[src/include/bus_unit_consts.vh]
// Constants for the external bus unit: decode patterns, field positions, timing counts.
// Included by the design file by its bare name; definitions only.
`ifndef BUS_UNIT_CONSTS_VH
`define BUS_UNIT_CONSTS_VH
`define NUM_REGIONS 6
`define DEC_BOOT 7'h08
`define DEC_R1 8'h12
`define DEC_R5 8'h16
`define DEC_HI 31
`define DEC_LO 24
`define BOOT_DEC_LO 25
`define ADDR_W 25
`define TIMEOUT_CLOCKS 1022
`define ACK_REGION 5
`define PORT_8 2'h0
`define PORT_16 2'h1
`define PORT_32 2'h2
`define MIN_PULSE 1
`endif

[src/verilog/external_bus_unit.v]
// External bus unit: turns one internal request into an external memory cycle.
// Assumes a single requester on the system clock; external inputs are asynchronous.
// Summary of operation
// - Six active-low selects: boot region 32 Mbyte, five regions 16 Mbyte.
// - Each region has its own protection setting that refuses restricted accesses.
// - Boot region width comes from a reset strap; the other five region widths programmable.
// - Wait cycles are programmed separately for each region.
// - Burst accesses to burst flash keep the address still after the first.
// - Big-endian and little-endian byte ordering onto the data bus.
// - A select not enabled as select drives a programmable output level.
// - A 25-bit address bus is driven out.
// - 32-bit data bus: driven on writes, sampled from the device on reads.
// - Read/write output is high for reads and low for writes.
// - Output enable asserts only on reads, letting the device drive data.
// - Byte strobes mark active bytes; per region either on all cycles or writes.
// - Strobe zero governs the top data lane, strobe three the bottom lane.
// - A spare strobe may act as write strobe with assert and negate delays.
// - No output pulse is shorter than one system clock.
// - Top address byte 0x12 to 0x16 picks regions one to five when enabled.
// - Acknowledge on region five ends the cycle, else error after 1022 clocks.
// - Burst address load strobe asserts while a new start address is valid.
// - Burst terminate input reasserts the address load strobe and restarts the wait count; the address stays.
`timescale 1ns/1ps
`include "bus_unit_consts.vh"
module external_bus_unit #(
	parameter WAIT_W = 4,
	parameter TIMEOUT = `TIMEOUT_CLOCKS
) (
	input wire clock,
	input wire rst_n,
	input wire boot_port_strap,
	input wire [1:0] boot_port_alt,
	input wire req_valid,
	input wire req_write,
	input wire req_burst,
	input wire req_privileged,
	input wire [31:0] req_addr,
	input wire [31:0] req_wdata,
	input wire [3:0] req_bytes,
	input wire big_endian,
	input wire [5:0] region_select_active,
	input wire [5:0] region_protect,
	input wire [5:0] gp_level,
	input wire [11:0] region_port,
	input wire [6*WAIT_W-1:0] region_wait,
	input wire [5:0] strobe_write_only,
	input wire [23:0] region_write_strobe_lane,
	input wire [6*WAIT_W-1:0] strobe_assert_delay,
	input wire [6*WAIT_W-1:0] strobe_negate_delay,
	input wire ack_enable,
	input wire external_transfer_ack,
	input wire burst_terminate_n,
	input wire [31:0] data_in,
	output reg [31:0] data_out,
	output reg data_oe,
	output reg [`ADDR_W-1:0] addr_out,
	output reg boot_region_select_n,
	output reg [4:0] region_select_n,
	output reg read_write,
	output reg output_enable_n,
	output reg [3:0] byte_lane_strobe_n,
	output reg burst_address_load_n,
	output reg req_ready,
	output reg req_done,
	output reg req_error,
	output reg [31:0] req_rdata
);
	localparam IDLE = 4'b0001;
	localparam ACCESS = 4'b0010;
	localparam HOLD = 4'b0100;
	localparam FINISH = 4'b1000;

	// Region decode used for both the select outputs and the per-region setup lookup.
	function [6:0] decode;
		input [31:0] a;
		input [5:0] en;
		begin
			decode = 7'h00;
			if (a[`DEC_HI:`BOOT_DEC_LO] == `DEC_BOOT)
				decode = {1'b1, 6'h01};
			else if (a[`DEC_HI:`DEC_LO] >= `DEC_R1 && a[`DEC_HI:`DEC_LO] <= `DEC_R5)
				decode = {1'b1, 6'h01 << (a[`DEC_HI:`DEC_LO] - `DEC_R1 + 8'h01)};
			if ((decode[5:0] & en) == 6'h00)
				decode = 7'h00;
		end
	endfunction

	// Index of a one-hot region vector.
	function [2:0] index_of;
		input [5:0] v;
		integer i;
		begin
			index_of = 3'h0;
			for (i = 0; i < 6; i = i + 1)
				if (v[i])
					index_of = i[2:0];
		end
	endfunction

	reg [3:0] state_reg;
	reg [5:0] sel_reg;
	reg [WAIT_W-1:0] wait_reg;
	reg [WAIT_W-1:0] cnt_reg;
	reg [9:0] tmo_reg;
	reg write_reg;
	reg burst_reg;
	reg [3:0] lanes_reg;
	reg [1:0] boot_port_reg;
	reg boot_latched_reg;
	reg ack_s1_reg, ack_s2_reg, term_s1_reg, term_s2_reg;
	reg [31:0] din_s1_reg, din_s2_reg;
	reg [2:0] sidx_reg;

	wire [6:0] hit = decode(req_addr, region_select_active);
	wire [2:0] hidx = index_of(hit[5:0]);
	wire [1:0] hport = (hidx == 3'h0) ? boot_port_reg : region_port[2*hidx +: 2];
	// Endian swap reverses lane order so strobe zero always means the top lane.
	wire [3:0] lanes = big_endian ? req_bytes : {req_bytes[0], req_bytes[1],
		req_bytes[2], req_bytes[3]};
	wire [31:0] wdata = big_endian ? req_wdata : {req_wdata[7:0], req_wdata[15:8],
		req_wdata[23:16], req_wdata[31:24]};
	wire waited = (cnt_reg >= wait_reg);
	wire ack_mode = ack_enable && sidx_reg == `ACK_REGION;
	wire [WAIT_W-1:0] adly = strobe_assert_delay[WAIT_W*sidx_reg +: WAIT_W];
	wire [WAIT_W-1:0] ndly = strobe_negate_delay[WAIT_W*sidx_reg +: WAIT_W];
	wire [3:0] wlane = region_write_strobe_lane[4*sidx_reg +: 4];

	// Acknowledge, burst terminate and read data pass two flip-flops before any logic uses them.
	always @(posedge clock) begin
		ack_s1_reg <= external_transfer_ack;
		ack_s2_reg <= ack_s1_reg;
		term_s1_reg <= burst_terminate_n;
		term_s2_reg <= term_s1_reg;
		din_s1_reg <= data_in;
		din_s2_reg <= din_s1_reg;
	end

	// Access sequencer; every select output is a flop so pulses last a whole clock.
	always @(posedge clock) begin
		if (!rst_n) begin
			state_reg <= IDLE;
			sel_reg <= 6'h00;
			wait_reg <= {WAIT_W{1'b0}};
			cnt_reg <= {WAIT_W{1'b0}};
			tmo_reg <= 10'h000;
			write_reg <= 1'b0;
			burst_reg <= 1'b0;
			lanes_reg <= 4'h0;
			sidx_reg <= 3'h0;
			boot_port_reg <= `PORT_32;
			boot_latched_reg <= 1'b0;
			data_out <= 32'h00000000;
			data_oe <= 1'b0;
			addr_out <= {`ADDR_W{1'b0}};
			boot_region_select_n <= 1'b1;
			region_select_n <= 5'h1F;
			read_write <= 1'b1;
			output_enable_n <= 1'b1;
			byte_lane_strobe_n <= 4'hF;
			burst_address_load_n <= 1'b1;
			req_ready <= 1'b0;
			req_done <= 1'b0;
			req_error <= 1'b0;
			req_rdata <= 32'h00000000;
		end else begin
			// The strap is caught after reset release, never by the reset itself.
			if (!boot_latched_reg) begin
				boot_port_reg <= boot_port_strap ? boot_port_alt : `PORT_32;
				boot_latched_reg <= 1'b1;
			end
			req_done <= 1'b0;
			req_error <= 1'b0;
			case (state_reg)
				IDLE: begin
					req_ready <= boot_latched_reg;
					// Unused selects show their programmed level.
					boot_region_select_n <= region_select_active[0] ? 1'b1 : gp_level[0];
					region_select_n <= region_select_active[5:1] | gp_level[5:1];
					if (req_valid && req_ready) begin
						req_ready <= 1'b0;
						if (!hit[6] || (region_protect[hidx] && !req_privileged)) begin
							req_error <= 1'b1;
							req_done <= 1'b1;
						end else begin
							sel_reg <= hit[5:0];
							sidx_reg <= hidx;
							wait_reg <= region_wait[WAIT_W*hidx +: WAIT_W];
							cnt_reg <= {WAIT_W{1'b0}};
							tmo_reg <= 10'h000;
							write_reg <= req_write;
							burst_reg <= req_burst;
							lanes_reg <= (hport == `PORT_32) ? lanes :
								(hport == `PORT_16) ? {lanes[1:0], 2'b00} | {lanes[3:2], 2'b00}
								: 4'h8;
							addr_out <= req_addr[`ADDR_W-1:0];
							read_write <= !req_write;
							output_enable_n <= req_write;
							data_out <= wdata;
							data_oe <= req_write;
							burst_address_load_n <= !req_burst;
							// Disabled selects keep their general output level during the access.
							boot_region_select_n <= region_select_active[0] ? !hit[0] :
								gp_level[0];
							region_select_n <= ~(hit[5:1] & region_select_active[5:1]) &
								(region_select_active[5:1] | gp_level[5:1]);
							state_reg <= ACCESS;
						end
					end
				end
				ACCESS: begin
					cnt_reg <= cnt_reg + {{(WAIT_W-1){1'b0}}, 1'b1};
					burst_address_load_n <= 1'b1;
					// Strobes open after the assert delay; on writes the write strobe lane closes after the negate delay if it exceeds the assert delay.
					if ((write_reg || !strobe_write_only[sidx_reg]) && cnt_reg >= adly)
						byte_lane_strobe_n <= ~(lanes_reg | (write_reg ? wlane : 4'h0));
					if (write_reg && cnt_reg >= ndly && ndly > adly)
						byte_lane_strobe_n <= byte_lane_strobe_n | wlane;
					if (burst_reg && !term_s2_reg) begin
						burst_address_load_n <= 1'b0;
						cnt_reg <= {WAIT_W{1'b0}};
					end else if (ack_mode) begin
						tmo_reg <= tmo_reg + 10'h001;
						if (ack_s2_reg)
							state_reg <= HOLD;
						else if (tmo_reg == TIMEOUT[9:0] - 10'h001) begin
							req_error <= 1'b1;
							state_reg <= HOLD;
						end
					end else if (waited && cnt_reg >= `MIN_PULSE)
						state_reg <= HOLD;
				end
				HOLD: begin
					req_rdata <= big_endian ? din_s2_reg : {din_s2_reg[7:0],
						din_s2_reg[15:8], din_s2_reg[23:16], din_s2_reg[31:24]};
					byte_lane_strobe_n <= 4'hF;
					output_enable_n <= 1'b1;
					data_oe <= 1'b0;
					boot_region_select_n <= region_select_active[0] ? 1'b1 : gp_level[0];
					region_select_n <= region_select_active[5:1] | gp_level[5:1];
					state_reg <= FINISH;
				end
				FINISH: begin
					req_done <= 1'b1;
					read_write <= 1'b1;
					req_ready <= 1'b1;
					state_reg <= IDLE;
				end
				default: state_reg <= IDLE;
			endcase
		end
	end
endmodule // external_bus_unit

[config.mk]
export PLATFORM = sky130hd
export DESIGN_NAME = external_bus_unit
export DESIGN_NICKNAME = d
export VERILOG_FILES = /design/src/verilog/external_bus_unit.v
export VERILOG_INCLUDE_DIRS = /design/src /design/src/include
export SDC_FILE = /design/constraint.sdc
export NUM_CORES = 1
export LEC_CHECK = 0
export BUFFER_PORTS_ARGS = -buffer_cell sky130_fd_sc_hd__buf_2
export CAP_MARGIN = 25
export CORE_MARGIN = 4
export CORE_UTILIZATION = 45
export DETAILED_ROUTE_END_ITERATION = 8
export GPL_ROUTABILITY_DRIVEN = 1
export HOLD_SLACK_MARGIN = 0.15
export PLACE_DENSITY_LB_ADDON = 0.2
export REMOVE_ABC_BUFFERS = 1
export SYNTH_ARGS = -nofsm -noshare
export SYNTH_HDL_FRONTEND = slang
export SYNTH_SLANG_ARGS = --single-unit
[constraint.sdc]
create_clock -name clock -period 4.93 [get_ports clock]
set_input_delay 1.2325 -clock clock [delete_from_list [all_inputs] [get_ports clock]]
set_output_delay 1.2325 -clock clock [all_outputs]
set_load 0.005 [all_outputs]
==> results of run 1 <==
final cells by class:
cell class              instances  area [um2]  share of cell area (%)
clock inverters                 7         111                   0.915
flip-flops and latches        208        4170                    34.2
inverters                      18        70.1                   0.576
multi-input cells             689        4890                    40.2
well taps                     270         338                    2.78
repair buffers                370        1940                    16.0
clock buffers                  33         643                    5.29
per-layer routing:
| layer | track usage, % | vias to the layer above | share of wire [%] |
|---|---|---|---|
| met1 | 25.5 | 3854 | 40 |
| met2 | 37.0 | 335 | 47 |
| met5 | 0 | - | 0.17 |
| met4 | 6.45 | 8 | 2.9 |
| li1 | - | 4221 | - |
| met3 | 7.70 | 62 | 9.9 |
cell families after synthesis:
group           after synthesis
buf+inv                      78
flops                       208
mux                         101
xor+xnor                     11
fa+ha+maj                    22
simple gates                322
compound gates              233
worst paths after layout:
check / to / slack, ns / cells after the start
hold reg to reg: din_s2_reg[28] / 0.33 / 0
hold / removal: din_s2_reg[28] / 0.33 / 0
setup / recovery: byte_lane_strobe_n[3] / 0.77 / 14
setup reg to reg: byte_lane_strobe_n[3] / 0.77 / 14
placed cells by master (no fill, tap or decap), types with 3 or more instances in the layout:
cell / count
buf_2: 348
dfxtp_1: 207
nor2_1: 117
nand2_1: 107
mux2i_1: 88
a21oi_1: 64
a211oi_1: 45
a211oi_2: 33
o21ai_0: 26
clkbuf_16: 23
ha_1: 22
nand3_1: 21
buf_4: 19
inv_1: 17
mux4_2: 13
nor3_1: 12
nand2b_1: 8
nor4b_1: 8
nor2b_1: 8
nand3b_1: 7
nand4_1: 7
a21o_1: 7
clkbuf_1: 7
and3_1: 6
o22ai_1: 5
a31oi_1: 5
xnor2_1: 4
o211ai_1: 4
or3_1: 4
xor2_1: 4
a31o_2: 3
o2111ai_1: 3
nor4_1: 3
o221ai_1: 3
clkbuf_8: 3
buf_12: 3
power breakdown:
part	total [mW]	switching [mW]	internal, mW
clock network	1.70	0.675	1.02
logic	0.294	0.150	0.143
registers	1.73	0.0127	1.72
critical path, cell delays in order (launching register included):
cell and delay [ns]:
dfxtp_1 0.80, nand2b_1 0.52, nor2_1 0.10, a21oi_1 0.22
inv_1 0.08, ha_1 0.27, nand2b_1 0.09, a21o_1 0.11
a21o_1 0.11, a21oi_1 0.07, nor3_1 0.74, o21bai_1 0.22
a21oi_1 0.19, nor4b_1 0.37, o21ai_0 0.12
per-stage QoR:
step	hold slack [ns]	total power, mW	setup TNS (ns)	instance area, um2	util [%]
global route	0.330	3.88	0	12200	59.6
global placement	0.310	2.05	0	11400	55.9
floorplan	0.310	1.89	-128.21	9100	-
detailed placement	0.312	2.06	0	11400	55.9
CTS	0.326	3.78	0	12200	59.6
finish	0.325	3.72	0	12200	59.6
==> impl_results.md, run 1 <==
- Slack of the critical path: between 0.7 and 0.8 ns
- Final Hold Viols: 0
- Die Ht: roughly 150 um
- Pwr Density: 306 nW/um2
- Post-synth EDFFs: 0
- Fraction of the mapped netlist area in compound gates: 19.2%
- Std-Cell Rows: 52
- Final ANT Viol Nets: 0
- Simple-gate share of the synthesized area: 15.9%
- F_max: ~240 MHz
- Async SR Flop Fraction: 0%
- Max Cap Viol: 0
- Worst Setup Path Type: register to register
- Clk root buf: clkbuf_16
- Area leader, netlist: dfxtp_1
- Detailed-route via count: 8480
- Synth-to-Final Area Change: 29.1%
- Synth top area share: between 40 and 50%
- Netlist cell types: 79
- Crit path DAT: ~4.5 ns
- Routed len/inst: 16.5 um
- Number of global-route vias before repair: 8581
- Post-synthesis sequential area ratio: 44.2%
- PortBufs: roughly 350
- Setup Fix Bufs, Post-CTS: 0
- Core ar.: 20400 um2
- Syn_area_per_cell: slightly below 10 um2
- Setup WS pre-CTS: between 0.3 and 0.4 ns
- CTS tree: built
- Largest net degree at the start of global routing: 85
- Area contributors post-synth: dfxtp_1 44%, mux2i_1 9.3%, nor2_1 4.7%, a211oi_2 4.4%, nand2_1 4.3%
- H-tree levels: 1
- Max VDD drop: 0.228 mV
- Grt ovf: 0
- Gpl congestion: between 0.8 and 0.9
- Post-Layout Cell Count: approximately 1600
- Drt via density: 5.32
- Hold Startpoint: din_s1_reg[28]
- Die W: 153 um
- Final WL: between 20000 and 30000 um
- Worst R2R Start: sidx_reg[1]
- Hold Crit Class: register to register
- Mux cell area share after synthesis: 12.5%
- Clock slew at reported path FFs: 0.06 ns
- First-pass detailed-route iteration total: 4
- Die area: 23300 um2
- Actual slew at the worst max-slew pin: 0.989 ns
- Synthesized-area fraction occupied by adder cells: under 10%
- Io pins: ~350
- Initial core utilization: 46.1%
- XOR/XNOR Fraction of Synth Area: 1.26%
- Nets: about 1600
- RSZ-0062 raised after global routing: false
- Most common flop cell mapped by yosys: dfxtp_1
- Synth top cells by count: 208 x dfxtp_1, 117 x nor2_1, 107 x nand2_1
- Crit path from: sidx_reg[1]
- Min cycle time layout: 4.16 ns
- Setup Skew: 0.0154 ns
- Number of setup violations in the final report: 0
- Synthesized area: 9430 um2
- DP HPWL: slightly below 20000 um
- Starting DRT DRC Count: 371
- Count leader, synth: dfxtp_1
- Yosys warnings: 0
- Largest family of logic cells by synthesized area: compound AO/OA/AOI/OAI gates
- Period Utilization, post-route: a little over four fifths
- Slew Viols, Final: 0
- # DRC: 0
- Layout cells sized above 1: 36.0%
- Clock sink count: roughly 210
- Fill cells: 1824
- Startpoint Class: register
- Leakage power: 5.24 nW
- Placed cell count: 1555
- First-pass GRT wire length: 42800 um
- Initial antenna violation count: 4
- Slew headroom: 34.1%
- Crit. End Element: register
- CP max FO: 16
- Num CTS Buffers: 23
- Gr usage total: a little over a fifth
- Status: complete, no violations
- Cells after Synth: 975
- # hold bufs at CTS: 0
- Post-CTS sizing: 0
- Clk_lat worst skew: 0.51 ns
- Clk buf depth: 3
- Yosys reg bits: between 200 and 250
- Ant. Diodes: 0
- Data required, critical path: around 5.3 ns
Power figures use the tool's default switching activity.
==> run 2, diff against run 1 <==
==> constraint.sdc (replaced) <==
create_clock -name clock -period 3.6 [get_ports clock]
set_input_delay 0.9 -clock clock [delete_from_list [all_inputs] [get_ports clock]]
set_output_delay 0.9 -clock clock [all_outputs]
set_load 0.005 [all_outputs]
==> run 2 against run 1 <==
Net effect: via count is 3.7% higher; routed wire length is 2.9% higher; utilization is 3.0 points higher; sequential cell count stayed put; non-clock buffer count is 68 higher; critical path type is now input pin to register.
==> impl_results.md, run 2 (same netlist as run 1, synthesis figures left out) <==
- Status: complete, no violations (unchanged)
- Flop pwr share: 44.9% (was 46.5%)
- Die area: 23300 um2 (unchanged)
- Largest net degree at the start of global routing: 71 (was 85)
- Grt ovf: 0 (unchanged)
- Critical-path top delay cell: ha_2 (was dfxtp_1)
- Detailed route wirelength on metal2: 13200 um (was 12500 um)
- Initial core utilization: 46.1% (unchanged)
- Actual slew at the worst max-slew pin: 0.833 ns (was 0.989 ns)
- PortBufs: 349 (unchanged)
- Min cycle time layout: 3.42 ns
- Initial antenna violation count: 4 (unchanged)
- Slack of the critical path: 0.177 ns (was 0.768 ns)
- Pwr Density: 412 nW/um2 (was 306 nW/um2)
- Max VDD drop: 0.341 mV (was 0.228 mV)
- Clk root buf: clkbuf_16 (unchanged)
- Fill cells: 1774 (was 1824)
- Startpoint Class: input pin (was register)
- Number of global-route vias before repair: 8963 (was 8581)
- Layout cells sized above 1: 39.4% (was 36.0%)
- Starting DRT DRC Count: 355 (was 371)
- Io pins: 351 (unchanged)
- Metal-1 WL: 10800 um (was 10500 um)
- Cell mode on critical path: buf_4 (was a21oi_1)
- Gr usage total: 22.4% (was 21.6%)
- Clock sink count: 208 (unchanged)
- Setup Skew: 0.0150 ns (was 0.0154 ns)
- Metal3 WL: 2490 um (was 2600 um)
- Routed len/inst: 16.3 um (was 16.5 um)
- Die W: 153 um (unchanged)
- Nets: 1645 (was 1577)
- Gpl congestion: 0.910 (was 0.891)
- Die Ht: 153 um (unchanged)
- CTS tree: built (unchanged)
- Core ar.: 20400 um2 (unchanged)
- Critical path depth: 15 (was 14)
- Most frequent cells in the layout: 348 x buf_2, 207 x dfxtp_1, 117 x nor2_1 (unchanged)
- Leading cell type in the layout, fill and taps excluded: buf_2 (unchanged)
- Hold Crit Class: register to register (unchanged)
- First-pass GRT wire length: 44200 um (was 42800 um)
- Worst path bufs/invs: 5 (was 1)
- Hold Path Stages: 0 (unchanged)
- Period Utilization, post-route: between 90% and 100%
- Final Hold Viols: 0 (unchanged)
- Num CTS Buffers: 23 (unchanged)
- Setup WS pre-CTS: -0.424 ns (was 0.302 ns)
- Std-Cell Rows: 52 (unchanged)
- Setup TNS: 0 ns (unchanged)
- Drt via density: 5.28 (was 5.32)
- Number of setup violations in the final report: 0 (unchanged)
- First-pass detailed-route iteration total: 5 (was 4)
- Power share of the clock group: 46.6% (was 45.6%)
- Slew Viols, Final: 0 (unchanged)
- Ant. Diodes: 0 (unchanged)
- NetSw: 1.16 mW (was 837 uW)
- Slew headroom: 44.5% (was 34.1%)
- Cell family with most CP delay: compound AO/OA/AOI/OAI gates (was simple AND/OR/NAND/NOR gates)
- Logic gate share of total power: 8.4% (was 7.9%)
- Crit-path cells: buf_2 > inv_1 > ha_2 > nor3b_2 > xor2_2 > buf_4 > nand4_4 > a21o_2 > a211oi_1 > buf_4 > o21a_2 > o211a_4 > buf_12 > nor2_1 > a211oi_2 (was nand2b_1 > nor2_1 > a21oi_1 > inv_1 > ha_1 > nand2b_1 > a21o_1 > a21o_1 > a21oi_1 > nor3_1 > o21bai_1 > a21oi_1 > nor4b_1 > o21ai_0)
- F_max: 292 MHz
- DP HPWL: 20600 um (was 19800 um)
- Final WL: 27100 um (was 26300 um)
- Clk buf depth: 3 (unchanged)
- Crit path DAT: 3.84 ns (was 4.51 ns)
- Int Pwr: 4.10 mW (was 2.88 mW)
- Crit. End Element: register (unchanged)
- Clock slew at reported path FFs: 0.06 ns (about the same)
- Max Cap Viol: 0 (unchanged)
- Detailed-route via count: 8794 (was 8480)
- Clk_lat worst skew: 0.51 ns (about the same)
- # DRC: 0 (unchanged)
- CP max FO: 46 (was 16)
- Switching part of the total: 22.1% (was 22.5%)
- Data required, critical path: 4.01 ns (was 5.28 ns)
- Final ANT Viol Nets: 0 (unchanged)
- CP max stage delay: 0.27 ns (was 0.80 ns)
- Leakage power: 5.59 nW (was 5.24 nW)
- Max layer used: met5 (unchanged)
- Worst Setup Path Type: input pin to register (was register to register)
- Worst reg2reg path depth: 14 (unchanged)
- Synth-to-Final Area Change: 35.5% (was 29.1%)
- H-tree levels: 1 (unchanged)
==> run 2: repair_timing <==
action / CTS / global route
endpoints found under the setup margin: 0 / 77
setup buffers: 0 / 3
hold buffers: 0 / 0
resized for setup: 0 / 3
==> run 2: worst paths after layout <==
check,end,from,slack (ns)
min reg2reg,din_s2_reg[18],din_s1_reg[18],0.32
max reg2reg,byte_lane_strobe_n[2],sidx_reg[0],0.39
max,data_out[15],req_addr[24],0.18
min,din_s2_reg[18],din_s1_reg[18],0.32
==> run 2: per-stage QoR <==
step	power [mW]	utilization, %	instances	area (um2)	hold slack [ns]
after floorplan	2.59	-	915	9100	0.310
after global placement	2.85	58.3	1620	11900	0.310
after detailed placement	2.86	58.3	1620	11900	0.312
after CTS	5.33	62.3	1662	12700	0.323
after global routing	5.48	62.5	1665	12800	0.325
final	5.27	62.5	1665	12800	0.322
==> run 2: layout make-up <==
class | count | area, um2 | share of cell area [%]
multi-input combinational | 689 | 4900 | 38.4
sequential | 208 | 4170 | 32.6
timing repair buffer | 438 | 2480 | 19.4
clock buffer | 31 | 626 | 4.90
tap | 270 | 338 | 2.65
clock inverter | 11 | 183 | 1.43
inverter | 18 | 70.1 | 0.549
==> run 2: routing by layer <==
metal	vias up	track usage, %
met4	8	5.52
met1	4063	25.7
met3	49	7.41
met2	327	40.1
met5	-	0
li1	4347	-
==> run 2: power groups by stage <==
stage | clock [mW] | combinational, mW | sequential (mW)
after floorplan | 0 | 0.180 | 2.41
after global placement | 0 | 0.435 | 2.41
after detailed placement | 0 | 0.442 | 2.42
after CTS | 2.52 | 0.445 | 2.37
after global routing | 2.62 | 0.488 | 2.37
final | 2.46 | 0.444 | 2.37
